**config.mk**
```make
export PLATFORM = sky130hd
export DESIGN_NAME = icsc_top
export DESIGN_NICKNAME = d
export VERILOG_FILES = /design/src/verilog/icsc_pkg.sv /design/src/verilog/icsc_dly_if.sv /design/src/verilog/icsc_delay.sv /design/src/verilog/icsc_top.sv
export VERILOG_INCLUDE_DIRS = /design/src /design/src/verilog
export SDC_FILE = /design/constraint.sdc
export NUM_CORES = 1
export LEC_CHECK = 0
export ABC_CLOCK_PERIOD_IN_PS = 3850
export CORE_MARGIN = 4
export CORE_UTILIZATION = 51
export DETAILED_ROUTE_END_ITERATION = 16
export DONT_BUFFER_PORTS = 1
export GPL_TIMING_DRIVEN = 0
export PLACE_DENSITY = 0.77
export SETUP_SLACK_MARGIN = 0.1
export SLEW_MARGIN = 20
export SYNTH_ARGS = -nofsm -noshare
export SYNTH_HDL_FRONTEND = slang
export SYNTH_SLANG_ARGS = --single-unit
```
**constraint.sdc**
```tcl
create_clock -name i_mclk -period 3.85 [get_ports i_mclk]
set_input_delay 0.385 -clock i_mclk [delete_from_list [all_inputs] [get_ports i_mclk]]
set_output_delay 0.385 -clock i_mclk [all_outputs]
set_load 0.01 [all_outputs]
```
**src/verilog/icsc_regs.svh**
```systemverilog
// Register indices, field positions, port addresses and reset values
`ifndef ICSC_REGS_SVH
`define ICSC_REGS_SVH

`define ICSC_PORT_MONO_IDX    16'h03b4
`define ICSC_PORT_COLOR_IDX   16'h03d4
`define ICSC_PORT_DATA_OFS    16'h0001

`define ICSC_IDX_INTERLACE    8'h70
`define ICSC_IDX_VIDEO_OUT    8'h71
`define ICSC_IDX_SERR_ONE     8'h72
`define ICSC_IDX_SERR_TWO     8'h73
`define ICSC_IDX_EQU_WIDTH    8'h74

`define ICSC_RST_BYTE         8'h00
`define ICSC_RST_EQU          6'h00

`define ICSC_BIT_ILACE_EN     7
`define ICSC_HALF_HI          6
`define ICSC_HALF_LO          0
`define ICSC_BIT_PAL_SEL      7
`define ICSC_BIT_PEDESTAL     6
`define ICSC_BIT_BLANK_DLY    5
`define ICSC_CHAR_DLY_HI      4
`define ICSC_CHAR_DLY_LO      3
`define ICSC_PIX_DLY_HI       2
`define ICSC_PIX_DLY_LO       0
`define ICSC_BIT_EQU_OFF      5
`define ICSC_EQU_W_HI         4
`define ICSC_EQU_W_LO         0

`define ICSC_CHAR_TAPS        4
`define ICSC_PIX_TAPS         8
`define ICSC_EQU_ONE          5'h01

`endif

```
**src/verilog/icsc_pkg.sv**
```systemverilog
// Types shared by the interlace and composite sync control block
`default_nettype none

package icsc_pkg;

  typedef enum logic [0:0] {
    ICSC_EQU_IDLE = 1'b0,
    ICSC_EQU_HIGH = 1'b1
  } icsc_equ_state_t;

  typedef logic [7:0] icsc_byte_t;

endpackage

`default_nettype wire

```
**src/verilog/icsc_dly_if.sv**
```systemverilog
// Carrier between the control block and the composite sync delay line
`timescale 1ns/10ps
`default_nettype none

interface icsc_dly_if;
  logic       csync_in;
  logic       char_tick;
  logic [1:0] char_sel;
  logic [2:0] pix_sel;
  logic       csync_out;

  modport ctrl (
    output csync_in,
    output char_tick,
    output char_sel,
    output pix_sel,
    input  csync_out
  );

  modport dly (
    input  csync_in,
    input  char_tick,
    input  char_sel,
    input  pix_sel,
    output csync_out
  );
endinterface

`default_nettype wire

```
**src/verilog/icsc_delay.sv**
```systemverilog
// Composite sync delay line: character clock stage then pixel clock stage
`timescale 1ns/10ps
`default_nettype none
`include "icsc_regs.svh"

module icsc_delay
  import icsc_pkg::*;
(
  input  wire logic i_mclk,
  input  wire logic i_rst_n,
  icsc_dly_if.dly   dif
);

  wire logic [`ICSC_CHAR_TAPS-1:0] char_w;
  wire logic [`ICSC_PIX_TAPS-1:0]  pix_w;
  logic                            out_q;

  assign char_w[0] = dif.csync_in;
  assign pix_w[0]  = char_w[dif.char_sel];

  // Each stage owns its flop, so no vector has two kinds of driver
  genvar g;
  generate
    for (g = 1; g < `ICSC_CHAR_TAPS; g++)
    begin : g_char
      logic stage_q;
      always_ff @(posedge i_mclk or negedge i_rst_n)
      begin
        if (!i_rst_n)
          stage_q <= 1'b0;
        else if (dif.char_tick)
          stage_q <= char_w[g-1];
      end
      assign char_w[g] = stage_q;
    end
    for (g = 1; g < `ICSC_PIX_TAPS; g++)
    begin : g_pix
      logic stage_q;
      always_ff @(posedge i_mclk or negedge i_rst_n)
      begin
        if (!i_rst_n)
          stage_q <= 1'b0;
        else
          stage_q <= pix_w[g-1];
      end
      assign pix_w[g] = stage_q;
    end
  endgenerate

  // Output flop adds one fixed pixel clock to every setting
  always_ff @(posedge i_mclk or negedge i_rst_n)
  begin
    if (!i_rst_n)
      out_q <= 1'b0;
    else
      out_q <= pix_w[dif.pix_sel];
  end

  assign dif.csync_out = out_q;

endmodule

`default_nettype wire

```
**src/verilog/icsc_top.sv**
```systemverilog
// Interlace and composite sync control with indexed I/O register pair
// Overview of operation
// Interlace bit 7: 0 progressive, reset 0
// Bits 6-0 place odd-frame half-line vsync
// Odd vsync starts mid-line on last line
// Bit 7 selects NTSC or PAL format
// Pedestal only during active video when enabled
// Odd-frame blanking delayed half line if set
// Composite sync delayed 0-3 character clocks
// Composite sync delayed 0-7 pixel clocks
// First serration start position, eight bits
// Second serration start position, eight bits
// Bit 5 set suppresses equalization pulses
// Software loads width field as width minus one
// Width is (field minus roundoff)/2 plus one
// Index port then data port access
// Reserved width bits read zero
`timescale 1ns/10ps
`default_nettype none
`include "icsc_regs.svh"

module icsc_top
  import icsc_pkg::*;
(
  input  wire logic        i_mclk,
  input  wire logic        i_nrst,
  input  wire logic        i_color_sel,
  input  wire logic [15:0] i_io_addr,
  input  wire logic        i_io_wr,
  input  wire logic        i_io_rd,
  input  wire logic [7:0]  i_io_wdata,
  output logic      [7:0]  o_io_rdata,
  output logic             o_io_claim,
  input  wire logic        i_char_tick,
  input  wire logic [7:0]  i_hpos,
  input  wire logic        i_hsync,
  input  wire logic        i_vsync,
  input  wire logic        i_last_line,
  input  wire logic        i_odd_frame,
  input  wire logic        i_active,
  input  wire logic        i_blank,
  input  wire logic        i_equ_window,
  input  wire logic        i_csync,
  output logic             o_interlace,
  output logic             o_pal_sel,
  output logic             o_half_vsync,
  output logic             o_pedestal,
  output logic             o_blank,
  output logic             o_serration,
  output logic             o_equ_pulse,
  output logic             o_csync
);

  logic            rst_s1_q;
  logic            rst_n_q;
  icsc_byte_t      index_q;
  icsc_byte_t      ilace_q;
  icsc_byte_t      vout_q;
  icsc_byte_t      serr1_q;
  icsc_byte_t      serr2_q;
  logic [5:0]      equ_q;
  icsc_byte_t      rdata_q;
  logic            half_q;
  logic            ped_q;
  logic            blank_q;
  logic            serr_q;
  logic            hsync_q;
  logic [4:0]      equ_cnt_q;
  icsc_equ_state_t equ_st_q;
  icsc_equ_state_t equ_st_d;
  logic [15:0]     idx_port;
  logic            wr_idx;
  logic            wr_dat;
  logic            rd_idx;
  logic            rd_dat;
  logic            odd_dly;
  logic            half_hit;
  logic            hs_rise;
  logic [4:0]      equ_width;
  icsc_byte_t      rd_mux;

  icsc_dly_if dif ();

  // Reset release through two flops
  always_ff @(posedge i_mclk or negedge i_nrst)
  begin
    if (!i_nrst)
    begin
      rst_s1_q <= 1'b0;
      rst_n_q  <= 1'b0;
    end
    else
    begin
      rst_s1_q <= 1'b1;
      rst_n_q  <= rst_s1_q;
    end
  end

  function automatic logic port_hit(input logic [15:0] a,
                                    input logic [15:0] p);
    port_hit = (a == p);
  endfunction

  // Mono or color address pair, chosen like the other CRT registers
  assign idx_port = i_color_sel ? `ICSC_PORT_COLOR_IDX : `ICSC_PORT_MONO_IDX;
  assign wr_idx = i_io_wr && port_hit(i_io_addr, idx_port);
  assign wr_dat = i_io_wr &&
                  port_hit(i_io_addr, idx_port + `ICSC_PORT_DATA_OFS);
  assign rd_idx = i_io_rd && port_hit(i_io_addr, idx_port);
  assign rd_dat = i_io_rd &&
                  port_hit(i_io_addr, idx_port + `ICSC_PORT_DATA_OFS);
  assign o_io_claim = (i_io_rd || i_io_wr) &&
                      (port_hit(i_io_addr, idx_port) ||
                       port_hit(i_io_addr, idx_port + `ICSC_PORT_DATA_OFS));

  always_ff @(posedge i_mclk or negedge rst_n_q)
  begin
    if (!rst_n_q)
      index_q <= `ICSC_RST_BYTE;
    else if (wr_idx)
      index_q <= i_io_wdata;
  end

  always_ff @(posedge i_mclk or negedge rst_n_q)
  begin
    if (!rst_n_q)
    begin
      ilace_q <= `ICSC_RST_BYTE;
      vout_q  <= `ICSC_RST_BYTE;
      serr1_q <= `ICSC_RST_BYTE;
      serr2_q <= `ICSC_RST_BYTE;
      equ_q   <= `ICSC_RST_EQU;
    end
    else if (wr_dat)
    begin
      case (index_q)
        `ICSC_IDX_INTERLACE: ilace_q <= i_io_wdata;
        `ICSC_IDX_VIDEO_OUT: vout_q  <= i_io_wdata;
        `ICSC_IDX_SERR_ONE:  serr1_q <= i_io_wdata;
        `ICSC_IDX_SERR_TWO:  serr2_q <= i_io_wdata;
        `ICSC_IDX_EQU_WIDTH: equ_q   <= i_io_wdata[5:0];
        default:             ;
      endcase
    end
  end

  always_comb
  begin
    case (index_q)
      `ICSC_IDX_INTERLACE: rd_mux = ilace_q;
      `ICSC_IDX_VIDEO_OUT: rd_mux = vout_q;
      `ICSC_IDX_SERR_ONE:  rd_mux = serr1_q;
      `ICSC_IDX_SERR_TWO:  rd_mux = serr2_q;
      `ICSC_IDX_EQU_WIDTH: rd_mux = {2'h0, equ_q};
      default:             rd_mux = `ICSC_RST_BYTE;
    endcase
  end

  // Read data held until the next read
  always_ff @(posedge i_mclk or negedge rst_n_q)
  begin
    if (!rst_n_q)
      rdata_q <= `ICSC_RST_BYTE;
    else if (rd_idx)
      rdata_q <= index_q;
    else if (rd_dat)
      rdata_q <= rd_mux;
  end

  assign o_io_rdata  = rdata_q;
  assign o_interlace = ilace_q[`ICSC_BIT_ILACE_EN];
  assign o_pal_sel   = vout_q[`ICSC_BIT_PAL_SEL];

  assign half_hit = (i_hpos ==
                     {1'b0, ilace_q[`ICSC_HALF_HI:`ICSC_HALF_LO]});
  assign odd_dly  = o_interlace && i_odd_frame &&
                    vout_q[`ICSC_BIT_BLANK_DLY];

  // Mid-line vsync start on the odd frame's last line
  always_ff @(posedge i_mclk or negedge rst_n_q)
  begin
    if (!rst_n_q)
      half_q <= 1'b0;
    else
      half_q <= o_interlace && i_odd_frame && i_last_line &&
                half_hit && i_char_tick;
  end

  always_ff @(posedge i_mclk or negedge rst_n_q)
  begin
    if (!rst_n_q)
      ped_q <= 1'b0;
    else
      ped_q <= vout_q[`ICSC_BIT_PEDESTAL] && i_active;
  end

  // Delayed blanking only picks up a change at the half-line point
  always_ff @(posedge i_mclk or negedge rst_n_q)
  begin
    if (!rst_n_q)
      blank_q <= 1'b0;
    else if (!odd_dly)
      blank_q <= i_blank;
    else if (half_hit && i_char_tick)
      blank_q <= i_blank;
  end

  always_ff @(posedge i_mclk or negedge rst_n_q)
  begin
    if (!rst_n_q)
      serr_q <= 1'b0;
    else
      serr_q <= i_vsync && i_char_tick &&
                ((i_hpos == serr1_q) || (i_hpos == serr2_q));
  end

  // Software writes width minus one; hardware halves it here
  assign equ_width = 5'((equ_q[`ICSC_EQU_W_HI:`ICSC_EQU_W_LO] -
                         {4'h0, equ_q[`ICSC_BIT_EQU_OFF]}) >> 1);
  assign hs_rise = i_hsync && !hsync_q;

  always_ff @(posedge i_mclk or negedge rst_n_q)
  begin
    if (!rst_n_q)
      hsync_q <= 1'b0;
    else
      hsync_q <= i_hsync;
  end

  always_comb
  begin
    equ_st_d = equ_st_q;
    case (equ_st_q)
      ICSC_EQU_IDLE:
        if (hs_rise && i_equ_window && !equ_q[`ICSC_BIT_EQU_OFF])
          equ_st_d = ICSC_EQU_HIGH;
      ICSC_EQU_HIGH:
        if (equ_cnt_q == `ICSC_EQU_ONE)
          equ_st_d = ICSC_EQU_IDLE;
      default:
        equ_st_d = ICSC_EQU_IDLE;
    endcase
  end

  always_ff @(posedge i_mclk or negedge rst_n_q)
  begin
    if (!rst_n_q)
    begin
      equ_st_q  <= ICSC_EQU_IDLE;
      equ_cnt_q <= 5'h00;
    end
    else
    begin
      equ_st_q <= equ_st_d;
      if (equ_st_q == ICSC_EQU_IDLE)
        equ_cnt_q <= 5'(equ_width + `ICSC_EQU_ONE);
      else
        equ_cnt_q <= 5'(equ_cnt_q - `ICSC_EQU_ONE);
    end
  end

  assign o_half_vsync = half_q;
  assign o_pedestal   = ped_q;
  assign o_blank      = blank_q;
  assign o_serration  = serr_q;
  assign o_equ_pulse  = (equ_st_q == ICSC_EQU_HIGH);

  assign dif.csync_in  = i_csync;
  assign dif.char_tick = i_char_tick;
  assign dif.char_sel  = vout_q[`ICSC_CHAR_DLY_HI:`ICSC_CHAR_DLY_LO];
  assign dif.pix_sel   = vout_q[`ICSC_PIX_DLY_HI:`ICSC_PIX_DLY_LO];
  assign o_csync       = dif.csync_out;

  icsc_delay u_delay (
    .i_mclk  (i_mclk),
    .i_rst_n (rst_n_q),
    .dif     (dif)
  );

endmodule

`default_nettype wire

```
Word-level counts from Yosys, hierarchy flattened --
Cells that the tools add are included.
Operators by class: add/subtract/negate cells 4, bitwise logic cells 1, multiplexer cells 14, equality and inequality tests 12, reductions and logical operators 28, magnitude comparators 2
Operator list (number):
- $eq 8x7->1 const B | 5
- $pmux 8 s5 | 1
- $logic_and 1x1->1 | 17
- $eq 16x10->1 | 1
- $eq 16x11->1 | 1
- $eq 8x8->1 | 2
- $mux 8 | 2
- $add 10x1->11 const B | 1
- $reduce_and 2->1 | 5
- $eq 8x7->1 | 1
- $mux 7 | 1
- $mux 1 | 6
- $add 4x1->5 const B | 1
- $eq 5x1->1 const B | 1
- $mux 5 | 1
- $sub 5x1->5 | 1
- $sub 5x1->5 const B | 1
- $lt 3x4->1 const B | 1
- $bmux 1 s3 | 1
- $logic_or 1x1->1 | 3
- $lt 2x3->1 const B | 1
- $bmux 1 s2 | 1
- $logic_not 1->1 | 2
- $ne 2x1->1 const B | 1
- other kinds (3) | 3
Storage, ports and cells: register bits 78, output and inout port bits 17, logic and storage cells 88

Longest topological paths before layout --
word-level depth 6, gate-level depth with buffers 6, gate-level depth less buffers 6

By module --
A second synthesis with hierarchy kept.
Second synthesis, totals: cell total of the unflattened synthesis 317, area total of the unflattened synthesis 3976.3 um^2
By module, submodules not included:
- icsc_top | area each 3558.4 um^2, seq. area each 1676.6 um^2, times used 1, cells an instance 292
- icsc_delay | area each 417.9 um^2, seq. area each 275.3 um^2, times used 1, cells an instance 25

Worst setup path before layout --
OpenSTA, ideal clock, no wires.
kind input to register, start input port i_io_addr[1], end register ilace_q[0], arrival 1.669 ns, path buffers 0, cell stages on the path 5, library setup time 0.125 ns, slack 2.057 ns, path through nor4_4 o211ai_1 nor3_4 nand3_2 mux2_2
On the way: cells in the longest elaborated chain, start to end 3
RTL lines:
- start, declared | RTL line icsc_top.sv:28 | input wire logic [15:0] i_io_addr,
- $eq 16x11->1 | RTL line icsc_top.sv:101 | port_hit = (a == p);
- $logic_and 1x1->1 | RTL line icsc_top.sv:107 | assign wr_dat = i_io_wr &&
- $reduce_and 2->1 (no source line)
- end signal, assigned | RTL line icsc_top.sv:128 | ilace_q <= `ICSC_RST_BYTE;
- end signal, assigned | RTL line icsc_top.sv:137 | `ICSC_IDX_INTERLACE: ilace_q <= i_io_wdata;
- end, declared | RTL line icsc_top.sv:57 | icsc_byte_t ilace_q;
Every way passes these cells. A chain may end at the register's enable or synchronous reset.

Worst setup path in the final report --
start register index_q[0], end register equ_q[3]
On the way: cells in the longest elaborated chain, start to end 2
RTL lines:
- start, declared | RTL line icsc_top.sv:56 | icsc_byte_t index_q;
- start signal, assigned | RTL line icsc_top.sv:119 | index_q <= `ICSC_RST_BYTE;
- start signal, assigned | RTL line icsc_top.sv:121 | index_q <= i_io_wdata;
- $eq 8x7->1 | RTL line icsc_top.sv:136 | case (index_q)
- $reduce_and 2->1 (no source line)
- end signal, assigned | RTL line icsc_top.sv:132 | equ_q <= `ICSC_RST_EQU;
- end signal, assigned | RTL line icsc_top.sv:141 | `ICSC_IDX_EQU_WIDTH: equ_q <= i_io_wdata[5:0];
- end, declared | RTL line icsc_top.sv:61 | logic [5:0] equ_q;
Every way passes these cells.

==> flow_summary.toml <==
[clock_tree]
post_cts_buffers = 0
path_clk_slew_ns = 0.08
cts.sinks = 78
cts_buffers = 9
clkLatencyLatePin_ns = 0.35
cts_tree = "built"
clockBufferDepth = 2
cts_root_buf = "clkbuf_8"
htreeDepth = 3

[grt]
grt_max_degree = 40
grt_usage_pct = 19.8
grt_pass1_wl_microns = 13400
grt_pass1_vias = 2550
antenna_found_initial = 0
grt_overflow = 0

[final_layout]
final-seq-area_sq_um = 1960
diodes = 0
layout-drive-gt1-share_pct = 28.2
syn2layout_area_growth_pct = 8.38
final_cells = 425
stdcell_area_sq_um = 4220
num-fill-cells = 599
fin_nets = 371
multi_input_area_sq_um = 1890

[timing]
finalHoldViolations = 0
setup_viol = 0
final.setup.tns_ns = 0
timing.hold.ws_ns = 0.0635
skew_ns = 0.00795
slew_headroom_pct = 51.1
worst_slew_pin_slew_ns = 0.727
max_freq_ghz = 0.486
rsz0062_at_grt = "false"
finalCritPeriodShare_pct = 53.5
setup_slack_ns = 1.79
slew_violations = 0
fin_crit_ns = 2.06

[power]
power_density_nw_per_um2 = 375
pwr-share-comb_pct = 9.5
ir_drop_v = 0.000246
power_frac_seq_pct = 56.8
power_switching_w = 0.000394
swShare_pct = 24.9
clockPowerShare_pct = 33.7
leakage_nw = 1.94
internal_power_w = 0.00119

[place]
place_inst = 408
post-place-ws_ns = 1.76
hpwl_microns = 6070
post_dp_cell_area_sq_um = 4040
numPortBuffers = 0
gp_congestion = 0.855

[route]
viasPerCell = 5.80
drtPass1Iterations = 4
routedWlPerCell_microns = 19.2
drtIter0Drc = 161
remaining_drc_errors = 0
num_vias = 2466
ant_nets = 0
drt-total-wl_microns = 8180

[job]
drv_cap = 0

[critical_path]
regToRegStartpoint = "index_q[0]"
cp.required_ns = 4.08
start_kind = "register"
arrival_ns = 2.29
worst-path-max-fanout = 9
regToRegEndpoint = "equ_q[3]"
crit_path_end_kind = "register"
crit_type = "register to register"
worstRegToRegCells = 5
ff2ff_setup_slack_ns = 1.79

[yosys]
synth_compound_area_share_pct = 7.26
synth.mux.area_fraction_pct = 20.1
synth_edf_count = 0
syn_nets = 358
async_flop_share_pct = 100
netlist_instances = 308
synth_simple_gate_area_share_pct = 12.9
ys_seq_elements = 78
post_synth_fa_ha_maj_area_fraction_pct = 1.28
synth.avg_cell_area_sq_um = 12.7
yosysSeqAreaShare_pct = 50.1
yosys_warnings = 0
synth_top_family_by_area = "multiplexers"
syn_area_sq_um = 3900
synth_xor_area_share_pct = 6.74
yosysUniqueCellTypes = 51
synth_top_flop_cell = "dfrtp_1"

[die]
die_y_microns = 95.4
dieWidth_microns = 95.4
num_io_pins = 63
core-area_sq_um = 7330
dieArea_sq_um = 9100
start_util_pct = 53.1
rows = 31

[hold_path]
holdCritPathClass = "input pin to register"
hold_end = "hsync_q"
hp-start = "i_hsync"
holdPathStages = 0

[outcome]
outcome = "complete, no violations"
[layout by cell type (no fill, tap or decap), types with 3 or more instances in the layout]
cell type  synthesis  routed
a21o_1             6       6
a21oi_1            4       4
a22o_1             6       6
a22oi_1            6       6
a31oi_1            6       6
and2_1             3       3
and3_1             3       3
buf_2              3       3
clkbuf_1           3       6
clkbuf_8           0      10
dfrtp_1           78      77
ha_1               4       4
inv_1              7       7
mux2_2            57      57
mux2i_1            3       3
mux4_2             5       5
nand2_1           21      21
nand4_1            6       6
nor2_1            13      13
nor3b_1            3       3
xnor2_1           21      21
xor2_1             9       9
[state kept, by name, summed over array words and instances (netlist names)]
| name | cells |
|---|---|
| u_delay.g_pix.stage_q | 7 |
| hsync_q | 1 |
| ilace_q | 8 |
| equ_q | 6 |
| o_half_vsync | 1 |
| rst_n_q | 1 |
| o_blank | 1 |
| u_delay.dif.csync_out | 1 |
| o_pedestal | 1 |
| serr1_q | 8 |
| o_io_rdata | 8 |
| serr2_q | 8 |
| vout_q | 8 |
| o_equ_pulse | 1 |
| index_q | 8 |
| u_delay.g_char.stage_q | 3 |
| rst_s1_q | 1 |
| equ_cnt_q | 5 |
| o_serration | 1 |
[through the flow]
stage / total power, W / util (%)
after floorplan: 0.00103 / -
after global placement: 0.00105 / 54.8
after detailed placement: 0.00107 / 55.2
after CTS: 0.00160 / 57.6
after global routing: 0.00166 / 57.6
final: 0.00158 / 57.6
[worst max path at each step]
stage / start / to
after floorplan: rst_n_q / equ_cnt_q[0]
after global placement: rst_n_q / o_io_rdata[6]
after detailed placement: i_io_addr[1] / ilace_q[3]
after CTS: index_q[0] / equ_q[5]
after global routing: index_q[0] / equ_q[4]
final: index_q[0] / equ_q[3]
[layout make-up]
cell class	instances	share of cell area (%)
clock buffer	13	3.53
tap	99	2.93
sequential	78	46.3
clock inverter	3	0.474
timing repair buffer	2	0.711
multi-input combinational	216	44.7
buffer	7	0.711
inverter	7	0.622
[cells by family (layout without fill, tap and decap cells)]
family,Yosys count,after routing
XOR/XNOR,30,30
AND/OR/NAND/NOR,77,77
flip-flops,78,78
other,1,1
multiplexers,65,65
adder cells (fa/ha/maj),4,4
AO/OA/AOI/OAI,39,39
buffers and inverters,14,32
[cell usage after synthesis (all sizes together) (3+ instances only)]
master	instances	area, sq um
nand3	3	20.0
nor2	14	55.1
clkbuf	3	11.3
and3	3	18.8
ha	4	50.1
xnor2	21	184
mux2	57	642
nand4	7	58.8
a22o	6	52.6
nor3	5	52.6
a31oi	6	37.5
xor2	9	78.8
nor3b	3	22.5
a21oi	4	20.0
mux2i	3	30.0
a22oi	6	45.0
and2	3	18.8
a21o	6	45.0
buf	4	18.8
dfrtp	78	1950
mux4	5	113
nand2	23	91.3
inv	7	26.3
[routing by layer]
layer	up-vias	share of wire (%)	global-route usage [%]
met3	4	8.8	6.87
met1	1234	41	26.4
met2	78	49	30.3
li1	1150	-	-
met5	-	0	0
met4	0	1.0	6.75
[repair_timing]
item,4_1_cts,5_1_grt
endpoints found under the hold margin,2,0
hold buffers,1,0
gates resized for setup,0,0
[power by group through the flow]
stage / registers, W / logic (W) / clock network [W]
finish: 0.000900 / 0.000151 / 0.000533
global route: 0.000907 / 0.000171 / 0.000585
CTS: 0.000901 / 0.000154 / 0.000547
detailed placement: 0.000918 / 0.000152 / 0
global placement: 0.000920 / 0.000134 / 0
floorplan: 0.000911 / 0.000120 / 0
[worst max-delay path: stages, from the launching register on]
cell	delay, ns
dfrtp_1	0.44
nor2_2	0.42
and4_1	0.25
clkbuf_1	0.24
nand2_1	0.25
mux2_2	0.34
(Power assumes the default switching activity.)
